### src/shared/plpr_regs.vh
`ifndef PLPR_REGS_VH
`define PLPR_REGS_VH
// lock byte field positions
`define PLPR_LOCK_LVL_LO 0
`define PLPR_LOCK_LVL_HI 1
`define PLPR_APP_GUARD_LO 2
`define PLPR_APP_GUARD_HI 3
`define PLPR_BOOT_GUARD_LO 4
`define PLPR_BOOT_GUARD_HI 5
`define PLPR_LOCK_RESET 8'hFF
// page readback geometry
`define PLPR_PAGE_BYTES 128
`define PLPR_PAGE_ABITS 7
`define PLPR_PRELOAD_BITS 8
`define PLPR_FIFO_DEPTH 8
`define PLPR_FIFO_ABITS 3
`endif

### src/rtl/plpr_fifo.v
// the data-path fifo module sits beside the lock logic in plpr_lock.v

### src/rtl/plpr_lock.v
`timescale 1ns/10ps
`include "plpr_regs.vh"
// Overview of operation
// - six lock bits in one byte, top two one
// - stored one means unprogrammed, default all ones
// - only chip erase or reset returns lock bits to one
// - level mode 1 imposes no restriction
// - level mode 2 blocks programming, allows verify
// - level mode 3 blocks programming and verify
// - level modes 2 and 3 lock fuses
// - guard mode 1 leaves store/load free
// - guard mode 2 blocks application-section stores
// - guard mode 3 blocks stores and boot loads
// - guard mode 4 blocks only boot loads
// - modes 3/4 with boot vectors mask interrupts
// - chain length is page bits plus eight
// - internal 8-bit shifter reloaded byte by byte
// - first eight shifts preload, output invalid
// - data out LSB first, first word first
// - shifting follows the test clock
// - locked level refuses debug enable fuse programming
module plpr_lock (
  input wire clk,
  input wire rst,
  input wire lock_write,
  input wire [7:0] lock_write_data,
  input wire chip_erase,
  output wire [7:0] lock_byte,
  output wire [1:0] lock_level_mode,
  output wire [2:0] application_guard_mode,
  input wire prog_req,
  output wire prog_allow,
  input wire verify_req,
  output wire verify_allow,
  input wire fuse_write_req,
  output wire fuse_write_allow,
  input wire debug_fuse_req,
  output wire debug_fuse_allow,
  input wire store_program_memory_op,
  input wire load_program_memory_op,
  input wire target_in_app,
  input wire exec_in_boot,
  output wire store_allow,
  output wire load_allow,
  input wire vectors_in_boot,
  output wire irq_inhibit,
  input wire test_clk,
  input wire page_read_en,
  output reg [`PLPR_PAGE_ABITS-1:0] flash_rd_addr,
  input wire [7:0] flash_rd_data,
  output reg test_data_out,
  output wire [7:0] stream_data,
  output wire stream_valid,
  input wire stream_ready
);
  // ------------------------------------------------------------
  // lock byte storage
  // ------------------------------------------------------------
  localparam [7:0] LOCK_RESET = `PLPR_LOCK_RESET;
  reg [5:0] lock_bits;
  wire lock_level_bit_low;
  wire lock_level_bit_high;
  wire app_guard_bit_low;
  wire app_guard_bit_high;
  assign lock_byte = {LOCK_RESET[7:6], lock_bits};
  assign lock_level_bit_low = lock_bits[`PLPR_LOCK_LVL_LO];
  assign lock_level_bit_high = lock_bits[`PLPR_LOCK_LVL_HI];
  assign app_guard_bit_low = lock_bits[`PLPR_APP_GUARD_LO];
  assign app_guard_bit_high = lock_bits[`PLPR_APP_GUARD_HI];
  // a write can only clear bits; erase or reset is the sole way back to one
  always @(posedge clk or posedge rst)
  begin
    if (rst)
      lock_bits <= LOCK_RESET[5:0];
    else if (chip_erase)
      lock_bits <= LOCK_RESET[5:0];
    else if (lock_write)
      lock_bits <= lock_bits & lock_write_data[5:0];
  end
  // ------------------------------------------------------------
  // programming interface protection
  // ------------------------------------------------------------
  wire lvl_free;
  wire lvl_noverify;
  // encoded 1..3; low-programmed/high-free is mode 2, anything with high programmed is mode 3
  assign lvl_free = lock_level_bit_high && lock_level_bit_low;
  assign lvl_noverify = !lock_level_bit_high;
  assign lock_level_mode = lvl_free ? 2'h1 : (lvl_noverify ? 2'h3 : 2'h2);
  assign prog_allow = prog_req && lvl_free;
  assign verify_allow = verify_req && !lvl_noverify;
  assign fuse_write_allow = fuse_write_req && lvl_free;
  assign debug_fuse_allow = debug_fuse_req && lvl_free;
  // ------------------------------------------------------------
  // self-programming guard
  // ------------------------------------------------------------
  wire [1:0] guard_pair;
  reg [2:0] guard_mode;
  assign guard_pair = {app_guard_bit_high, app_guard_bit_low};
  always @*
  begin
    case (guard_pair)
      2'b11: guard_mode = 3'h1;
      2'b10: guard_mode = 3'h2;
      2'b00: guard_mode = 3'h3;
      default: guard_mode = 3'h4;
    endcase
  end
  assign application_guard_mode = guard_mode;
  wire store_block;
  wire boot_load_block;
  assign store_block = !app_guard_bit_low;
  assign boot_load_block = !app_guard_bit_high;
  assign store_allow = store_program_memory_op && !(target_in_app && store_block);
  assign load_allow = load_program_memory_op && !(target_in_app && exec_in_boot && boot_load_block);
  assign irq_inhibit = boot_load_block && vectors_in_boot && !exec_in_boot;
  // ------------------------------------------------------------
  // test clock synchroniser and edge finding
  // ------------------------------------------------------------
  reg tck_s1;
  reg tck_s2;
  reg tck_s3;
  reg en_s1;
  reg en_s2;
  wire tck_rise;
  wire tck_fall;
  always @(posedge clk or posedge rst)
  begin
    if (rst)
    begin
      tck_s1 <= 1'b0;
      tck_s2 <= 1'b0;
      tck_s3 <= 1'b0;
      en_s1 <= 1'b0;
      en_s2 <= 1'b0;
    end
    else
    begin
      tck_s1 <= test_clk;
      tck_s2 <= tck_s1;
      tck_s3 <= tck_s2;
      en_s1 <= page_read_en;
      en_s2 <= en_s1;
    end
  end
  assign tck_rise = tck_s2 && !tck_s3;
  assign tck_fall = !tck_s2 && tck_s3;
  // ------------------------------------------------------------
  // page fetch into the fifo
  // ------------------------------------------------------------
  // fetches run ahead of the shifter; the fifo stalls them when full
  reg fetching;
  reg fifo_flush;
  wire fifo_in_ready;
  wire fifo_in_valid;
  wire fifo_push;
  wire stream_pop;
  wire allowed;
  assign allowed = en_s2 && !lvl_noverify;
  assign fifo_in_valid = fetching && allowed && !fifo_flush;
  assign fifo_push = fifo_in_valid && fifo_in_ready;
  // the flush is a flop so the fifo's asynchronous clear never sees a decode glitch
  always @(posedge clk or posedge rst)
  begin
    if (rst)
      fifo_flush <= 1'b1;
    else
      fifo_flush <= !allowed;
  end
  always @(posedge clk or posedge rst)
  begin
    if (rst)
    begin
      fetching <= 1'b0;
      flash_rd_addr <= {`PLPR_PAGE_ABITS{1'b0}};
    end
    else if (!allowed)
    begin
      fetching <= 1'b1;
      flash_rd_addr <= {`PLPR_PAGE_ABITS{1'b0}};
    end
    else if (fifo_push)
    begin
      flash_rd_addr <= flash_rd_addr + 1'b1;
      if (flash_rd_addr == `PLPR_PAGE_BYTES - 1)
        fetching <= 1'b0;
    end
  end
  plpr_fifo #(
    .WIDTH(8),
    .DEPTH(`PLPR_FIFO_DEPTH),
    .ABITS(`PLPR_FIFO_ABITS)
  ) u_fifo (
    .clk(clk),
    .rst(fifo_flush),
    .in_data(flash_rd_data),
    .in_valid(fifo_in_valid),
    .in_ready(fifo_in_ready),
    .out_data(stream_data),
    .out_valid(stream_valid),
    .out_ready(stream_pop)
  );
  // ------------------------------------------------------------
  // serial shifter
  // ------------------------------------------------------------
  reg [7:0] shifter;
  reg [2:0] bit_cnt;
  reg loaded;
  // a byte leaves the fifo on the rise that closes each eight-bit group
  assign stream_pop = allowed && tck_rise && (bit_cnt == 3'h7) && stream_ready;
  always @(posedge clk or posedge rst)
  begin
    if (rst)
    begin
      shifter <= 8'h00;
      bit_cnt <= 3'h0;
      loaded <= 1'b0;
    end
    else if (!allowed)
    begin
      shifter <= 8'h00;
      bit_cnt <= 3'h0;
      loaded <= 1'b0;
    end
    else if (tck_rise)
    begin
      bit_cnt <= bit_cnt + 1'b1;
      if (bit_cnt == 3'h7)
      begin
        shifter <= stream_valid ? stream_data : 8'h00;
        loaded <= 1'b1;
      end
      else
        shifter <= {1'b0, shifter[7:1]};
    end
  end
  // update on falling test clock so the programmer samples stable data on the rising edge
  always @(posedge clk or posedge rst)
  begin
    if (rst)
      test_data_out <= 1'b0;
    else if (tck_fall)
      test_data_out <= loaded ? shifter[0] : 1'b0;
  end
endmodule

// ------------------------------------------------------------
// data-path fifo
// ------------------------------------------------------------
module plpr_fifo #(
  parameter WIDTH = 8,
  parameter DEPTH = 8,
  parameter ABITS = 3
) (
  input wire clk,
  input wire rst,
  input wire [WIDTH-1:0] in_data,
  input wire in_valid,
  output wire in_ready,
  output reg [WIDTH-1:0] out_data,
  output wire out_valid,
  input wire out_ready
);
  reg [WIDTH-1:0] mem [0:DEPTH-1];
  reg [ABITS:0] wr_ptr;
  reg [ABITS:0] rd_ptr;
  wire full;
  wire empty;
  wire do_wr;
  wire do_rd;
  assign full = (wr_ptr[ABITS-1:0] == rd_ptr[ABITS-1:0]) && (wr_ptr[ABITS] != rd_ptr[ABITS]);
  assign empty = (wr_ptr == rd_ptr);
  assign in_ready = !full;
  assign out_valid = !empty;
  assign do_wr = in_valid && !full;
  assign do_rd = out_ready && !empty;
  always @*
  begin
    out_data = mem[rd_ptr[ABITS-1:0]];
  end
  always @(posedge clk)
  begin
    if (do_wr)
      mem[wr_ptr[ABITS-1:0]] <= in_data;
  end
  always @(posedge clk or posedge rst)
  begin
    if (rst)
    begin
      wr_ptr <= {(ABITS+1){1'b0}};
      rd_ptr <= {(ABITS+1){1'b0}};
    end
    else
    begin
      if (do_wr)
        wr_ptr <= wr_ptr + 1'b1;
      if (do_rd)
        rd_ptr <= rd_ptr + 1'b1;
    end
  end
endmodule

### config.mk
export PLATFORM = sky130hd
export DESIGN_NAME = plpr_lock
export DESIGN_NICKNAME = d
export VERILOG_FILES = /design/src/rtl/plpr_fifo.v /design/src/rtl/plpr_lock.v
export VERILOG_INCLUDE_DIRS = /design/src /design/src/shared
export SDC_FILE = /design/constraint.sdc
export NUM_CORES = 1
export LEC_CHECK = 0
export ABC_AREA = 1
export ABC_CLOCK_PERIOD_IN_PS = 3000
export BUFFER_PORTS_ARGS = -buffer_cell sky130_fd_sc_hd__buf_2
export CAP_MARGIN = 40
export CELL_PAD_IN_SITES_DETAIL_PLACEMENT = 0
export CELL_PAD_IN_SITES_GLOBAL_PLACEMENT = 1
export CORE_MARGIN = 2
export CORE_UTILIZATION = 35
export CTS_CLUSTER_DIAMETER = 60
export DETAILED_ROUTE_END_ITERATION = 16
export GPL_ROUTABILITY_DRIVEN = 0
export PLACE_DENSITY_LB_ADDON = 0.1
export SKIP_CTS_REPAIR_TIMING = 1
export SYNTH_ARGS = -nofsm -noshare
export SYNTH_HDL_FRONTEND = slang
export SYNTH_SLANG_ARGS = --single-unit
### constraint.sdc
create_clock -name clk -period 3 [get_ports clk]
set_clock_uncertainty 0.2 [all_clocks]
set_input_delay 0.15 -clock clk [delete_from_list [all_inputs] [get_ports clk]]
set_output_delay 0.15 -clock clk [all_outputs]
set_load 0.05 [all_outputs]
# Yosys cells after proc, flatten, opt, wreduce, memory -nomap -nowiden
# Memories as Yosys holds them, arrays and structs flattened.
# Cells that the tools add are included.
[word_totals]
regBits = 41
ram_bits = 64
output_inout_bits = 37
n_memories = 1
[op_classes]
n_addsub = 4
eq_ne = 11
n_mux = 22
n_bitwise = 1
reduce_logical = 38
[memory_table]
columns = ["name", "words", "width", "read_ports", "rd_clocked_by_memory_dff", "wr", "line_no", "rtl"]
rows = [
  ["u_fifo.mem", 8, 8, 1, 0, 1, "plpr_lock.v:263", "reg [WIDTH-1:0] mem [0:DEPTH-1];"],
]
[ops]
columns = ["op", "n"]
rows = [
  ["8-bit 2-to-1 mux", 4],
  ["1-bit logical AND", 23],
  ["7-bit 2-to-1 mux", 2],
  ["6-bit 2-to-1 mux", 2],
  ["1-bit logical NOT", 11],
  ["1-bit 2-to-1 mux", 10],
  ["3-bit case mux with 3 select lines", 1],
  ["4-bit by 1-bit adder with 4-bit output, second input constant", 2],
  ["7-bit by 1-bit adder with 7-bit output, second input constant", 1],
  ["7-bit == test, second input constant", 1],
  ["6-bit AND", 1],
  ["3-bit 2-to-1 mux", 2],
  ["2-bit == test, second input constant", 2],
  ["4-bit == test", 1],
  ["2-bit by 1-bit inequality test with 1-bit output, second input constant", 2],
  ["2-bit inequality test, second input constant", 2],
  ["2-bit AND reduction", 2],
  ["3-bit by 1-bit adder with 3-bit output, second input constant", 1],
  ["3-bit == test", 1],
  ["3-bit == test, second input constant", 1],
  ["2-bit logical NOT", 1],
  ["2-bit 2-to-1 mux", 1],
  ["2-bit nonzero test", 1],
  ["1-bit inequality test", 1],
]

# Depth between registers and ports, before layout
[depth]
ltp_word = 6
mapped_depth = 10
mapped_depth_nobuf = 9

# By module
# From an unflattened synthesis, not the netlist that was laid out.
[hier_totals]
hier_cells = 449
area_unflattened_um2 = 4683.2
[by_module_without_submodules]
columns = ["mod", "instances", "cells_per_inst", "area_per_inst_um2", "seq_area_each_um2"]
rows = [
  ["plpr_fifo", 1, 267, 3071.7, 2122.0],
  ["plpr_lock", 1, 182, 1611.5, 834.6],
]

# Worst setup path before layout
# No wires, ideal clock.
[synth_path]
kind = "flip-flop to flip-flop"
from = "register lock_bits[1]"
to = "memory u_fifo.mem[0][0], enable pin"
setup_ns = 0.370
arrival_ns = 1.734
required_ns = 2.430
setup_slack_ns = 0.696
stages_incl_launch_ff = 7
path_buffers = 0
period_less_slack_ns = 2.304
path_cell_list = "dfstp_2 -> nand2_4 -> nor2_1 -> nand2_1 -> inv_2 -> nand2_1 -> nor2_1"
[synth_between]
elab_chain_len = 6
[synth_rtl]
columns = ["item", "line_no", "rtl"]
rows = [
  ["start: declaration", "plpr_lock.v:60", "reg [5:0] lock_bits;"],
  ["start signal: assignment", "plpr_lock.v:74", "lock_bits <= LOCK_RESET[5:0];"],
  ["start signal: assignment", "plpr_lock.v:76", "lock_bits <= LOCK_RESET[5:0];"],
  ["start signal: assignment", "plpr_lock.v:78", "lock_bits <= lock_bits & lock_write_data[5:0];"],
  ["1-bit logical AND", "plpr_lock.v:158", "assign allowed = en_s2 && !lvl_noverify;"],
  ["1-bit logical AND (2 in a row)", "plpr_lock.v:159", "assign fifo_in_valid = fetching && allowed && !fifo_flush;"],
  ["1-bit logical AND", "plpr_lock.v:274", "assign do_wr = in_valid && !full;"],
  ["1-bit 2-to-1 mux", "plpr_lock.v:282", "if (do_wr)"],
  ["1-bit 2-to-1 mux (not written as such)", "plpr_lock.v:283", "mem[wr_ptr[ABITS-1:0]] <= in_data;"],
  ["end: declaration", "plpr_lock.v:263", ""],
]
# Every way passes these cells.

# Worst setup path in the final report
[layout_path]
from = "register u_fifo.rd_ptr[0]"
to = "output port stream_data[1]"
[layout_between]
elab_chain_len = 1
[layout_rtl]
columns = ["item", "line_no", "rtl"]
rows = [
  ["start: declaration", "plpr_lock.v:265", "reg [ABITS:0] rd_ptr;"],
  ["start signal: assignment", "plpr_lock.v:290", "rd_ptr <= {(ABITS+1){1'b0}};"],
  ["start signal: assignment", "plpr_lock.v:297", "rd_ptr <= rd_ptr + 1'b1;"],
  ["memory read 8 x 8 bit", "--", ""],
  ["end: declaration", "plpr_lock.v:52", "output wire [7:0] stream_data,"],
]
# Every way passes these cells.

==> impl_metrics.sql <==
INSERT INTO impl_metrics (metric_group, metric, value, unit) VALUES
('synth', 'netlist-cell-type-count', '31', ''),
('global_routing', 'grt_max_degree', '34', ''),
('placement', 'io_buffer_count', '64', ''),
('layout', 'regArea', '0.002957', 'mm^2'),
('placement', 'hpwlAfterDp', '7000', 'um'),
('outcome', 'run_status', 'finished clean', ''),
('die', 'die_area', '0.01428', 'mm^2'),
('setup_path', 'crit_type', 'flip-flop to output pin', ''),
('routing', 'drt_drc_violations_left', '0', ''),
('power', 'p_leak', '2.593', 'nW'),
('die', 'standard_cell_core_area', '0.01314', 'mm^2'),
('die', 'chipWidth', '119.5', 'um'),
('synth', 'avgSynthCellArea', '9.890', 'um^2'),
('synth', 'synth.top_cells.by_area', 'edfxtp_1 41%, dfrtp_1 18%, nand2_1 9.2%', ''),
('cts', 'worst_skew_pair.late_latency', '0.35', 'ns'),
('routing', 'drt_iter0_drc', '265', ''),
('timing', 'setup_repair_after_global_routing_missed_its_margin', 'false', ''),
('synth', 'synth_top_area_cell', 'edfxtp_1', ''),
('die', 'initial_utilization', '35.53', '%'),
('synth', 'synthMostInstantiatedCell', 'nand2_1', ''),
('synth', 'synth_top_cells_by_count', '115 x nand2_1, 73 x nor2_1, 64 x edfxtp_1', ''),
('layout', 'share_of_layout_cells_above_drive_strength_1', '19.93', '%'),
('layout', 'area_delta_synth_final', '24.28', '%'),
('global_routing', 'global_route_wire_length_before_repair', '16580', 'um'),
('timing', 'timing.final.hold_violations', '0', ''),
('timing', 'slew_headroom', '57.38', '%'),
('synth', 'dominantRegCellSynth', 'edfxtp_1', ''),
('timing', 'setup_viol_count_final', '0', ''),
('power', 'power.ir.vdd_worst', '0.3561', 'mV'),
('timing', 'max_slew.worst_pin.slew', '0.6386', 'ns'),
('layout', 'fillCellCount', '1295', ''),
('timing', 'setup_total_negative_slack', '0', 'ns'),
('cts', 'tritoncts', 'done', ''),
('min_path', 'holdCritPathClass', 'flip-flop to asynchronous set/reset pin', ''),
('routing', 'route.final.wire_length', '10410', 'um'),
('layout', 'antenna-diode-count', '0', ''),
('synth', 'synth_seq_cells', '105', ''),
('routing', 'drt_wl_cell', '13.82', 'um'),
('cts', 'clock_tree.root_cell', 'clkbuf_16', ''),
('setup_path', 'setup.reg_to_reg.worst_slack', '0.73', 'ns'),
('timing', 'fmax', '420.3', 'MHz'),
('cts', 'cts_buffers', '9', ''),
('flow_run', 'maxCapViolations', '0', ''),
('placement', 'place_worst_setup_slack', '0.6908', 'ns'),
('setup_path', 'cp_data_required_time', '2.65', 'ns'),
('routing', 'ant_nets', '0', ''),
('synth', 'synth-edff-count', '64', ''),
('synth', 'synth.top_cell.area_share', '41.17', '%'),
('layout', 'nets', '612', ''),
('routing', 'vias', '3456', ''),
('synth', 'synth-seq-area-share', '63.33', '%'),
('die', 'top_ports', '69', ''),
('setup_path', 'worst_ep_arrival_time', '2.03', 'ns'),
('synth', 'yosys_warnings', '0', ''),
('global_routing', 'grt.overflow.total', '0', ''),
('setup_path', 'crit_path_start_kind', 'flip-flop', ''),
('cts', 'cts-root-to-sink-buffers', '2', ''),
('global_routing', 'antenna_found_initial', '0', ''),
('die', 'die_h', '119.5', 'um'),
('cts', 'cts_num_sinks', '105', ''),
('timing', 'final-max-slew-violation-count', '0', ''),
('setup_path', 'critPathMaxFanout', '33', ''),
('timing', 'final_critical_path_setup_slack', '0.6208', 'ns'),
('global_routing', 'groute.usage.overall', '15.31', '%'),
('layout', 'final-instance-count-excl-fill', '753', ''),
('routing', 'detail_route.vias_per_cell', '4.590', ''),
('layout', 'multi_input_area', '0.001463', 'mm^2'),
('cts', 'clkSlewWorstSetupHoldPaths', '0.08', 'ns'),
('timing', 'min_period', '2.379', 'ns'),
('setup_path', 'setup.worst_path.end_class', 'output pin', ''),
('timing', 'final_critical_path_share_of_the_clock_period', '79.31', '%'),
('synth', 'ys_async_sr_fraction', '39.05', '%'),
('global_routing', 'grt_pass1_vias', '3167', ''),
('cts', 'clock_tree.htree_level_count', '3', ''),
('power', 'power_density', '583.2', 'mW/mm^2'),
('die', 'core.rowCount', '42', ''),
('synth', 'synth.cell_area', '0.004668', 'mm^2'),
('placement', 'placed_cells', '713', ''),
('routing', 'drt_pass1_iterations', '4', ''),
('synth', 'postSynthCellCount', '472', '');
==> critical path, stage by stage, from the launching register on <==
cell and delay, ns:
dfrtp_1 0.43, buf_4 0.38, nor2_1 0.09, nor2_1 0.09
o21ai_1 0.07, o21ai_1 0.10, nand2_1 0.07, nand2_1 0.15
buf_2 0.30
==> layout make-up <==
cell class	instances	area share, %
clock inverters	7	1.121
flip-flops and latches	105	50.96
repair buffers	104	12.08
well taps	176	3.796
multi-input cells	307	25.21
clock buffers	9	3.882
inverters	45	2.954
==> metal layers <==
metal  GRT usage (%)  wire length (um)  vias up
met1           18.76              4599     1630
met5               0                 0        -
met4           3.971                92        0
li1                -                 -     1750
met2           26.25              5234       69
met3           4.800               484        7
==> sequential cells by signal, indices dropped and copies added (netlist names) <==
name,count
u_fifo.rd_ptr,4
u_fifo.mem,64
fetching,1
shifter,8
en_s2,1
u_fifo.wr_ptr,4
fifo_flush,1
tck_s3,1
loaded,1
en_s1,1
tck_s1,1
flash_rd_addr,7
tck_s2,1
bit_cnt,3
test_data_out,1
lock_bits,6
==> path summary, 6_finish.rpt <==
kind | start | endpoint | depth (start not counted)
setup / recovery | u_fifo.rd_ptr[0] | stream_data[1] | 8
hold / removal | fifo_flush | u_fifo.wr_ptr[3] | 1
setup reg to reg | u_fifo.rd_ptr[1] | u_fifo.mem[4][4] | 10
hold reg to reg | fifo_flush | u_fifo.wr_ptr[3] | 1
max in group asynchronous | rst | lock_bits[4] | 5
min in group clk | en_s1 | en_s2 | 0
==> cell families after synthesis <==
group	count (synthesis)	share of synthesized area [%]
buf+inv	61	5.414
fa+ha+maj	8	2.144
other cells	1	0.08033
flops	105	63.33
compound gates	67	7.505
simple gates	223	20.21
xor+xnor	7	1.313
==> where the power goes <==
group	internal, W	switching [W]	total (W)
combinational	0.000156	0.000385	0.000541
clock	0.000587	0.000566	0.00115
sequential	0.00163	0.0000637	0.00169
==> stage by stage <==
step | util [%] | total power [W] | cell area, um^2 | hold slack, ns
floorplan | - | 0.002078 | 4672 | -0.03308
global placement | 39.91 | 0.002235 | 5244 | 0.03834
detailed placement | 40.12 | 0.002243 | 5271 | 0.02482
CTS | 42.33 | 0.003400 | 5562 | -0.3104
global route | 44.16 | 0.003549 | 5802 | 0.08878
finish | 44.16 | 0.003384 | 5802 | 0.01956
==> cells in the final DEF (no fill, tap or decap), drive strengths merged <==
master	n
nand4	7
clkinv	1
xor2	6
o21ai	59
a21boi	1
nor3	1
a21oi	2
clkbuf	9
nor2	77
or2	1
a31oi	1
ha	8
dlygate4sd3	24
nand2	116
o22ai	2
o31ai	2
dfrtp	34
nand3	21
inv	50
dfstp	7
xnor2	1
clkinvlp	1
buf	80
edfxtp	64
conb	2
No activity file was read; power rests on OpenSTA's default activity.
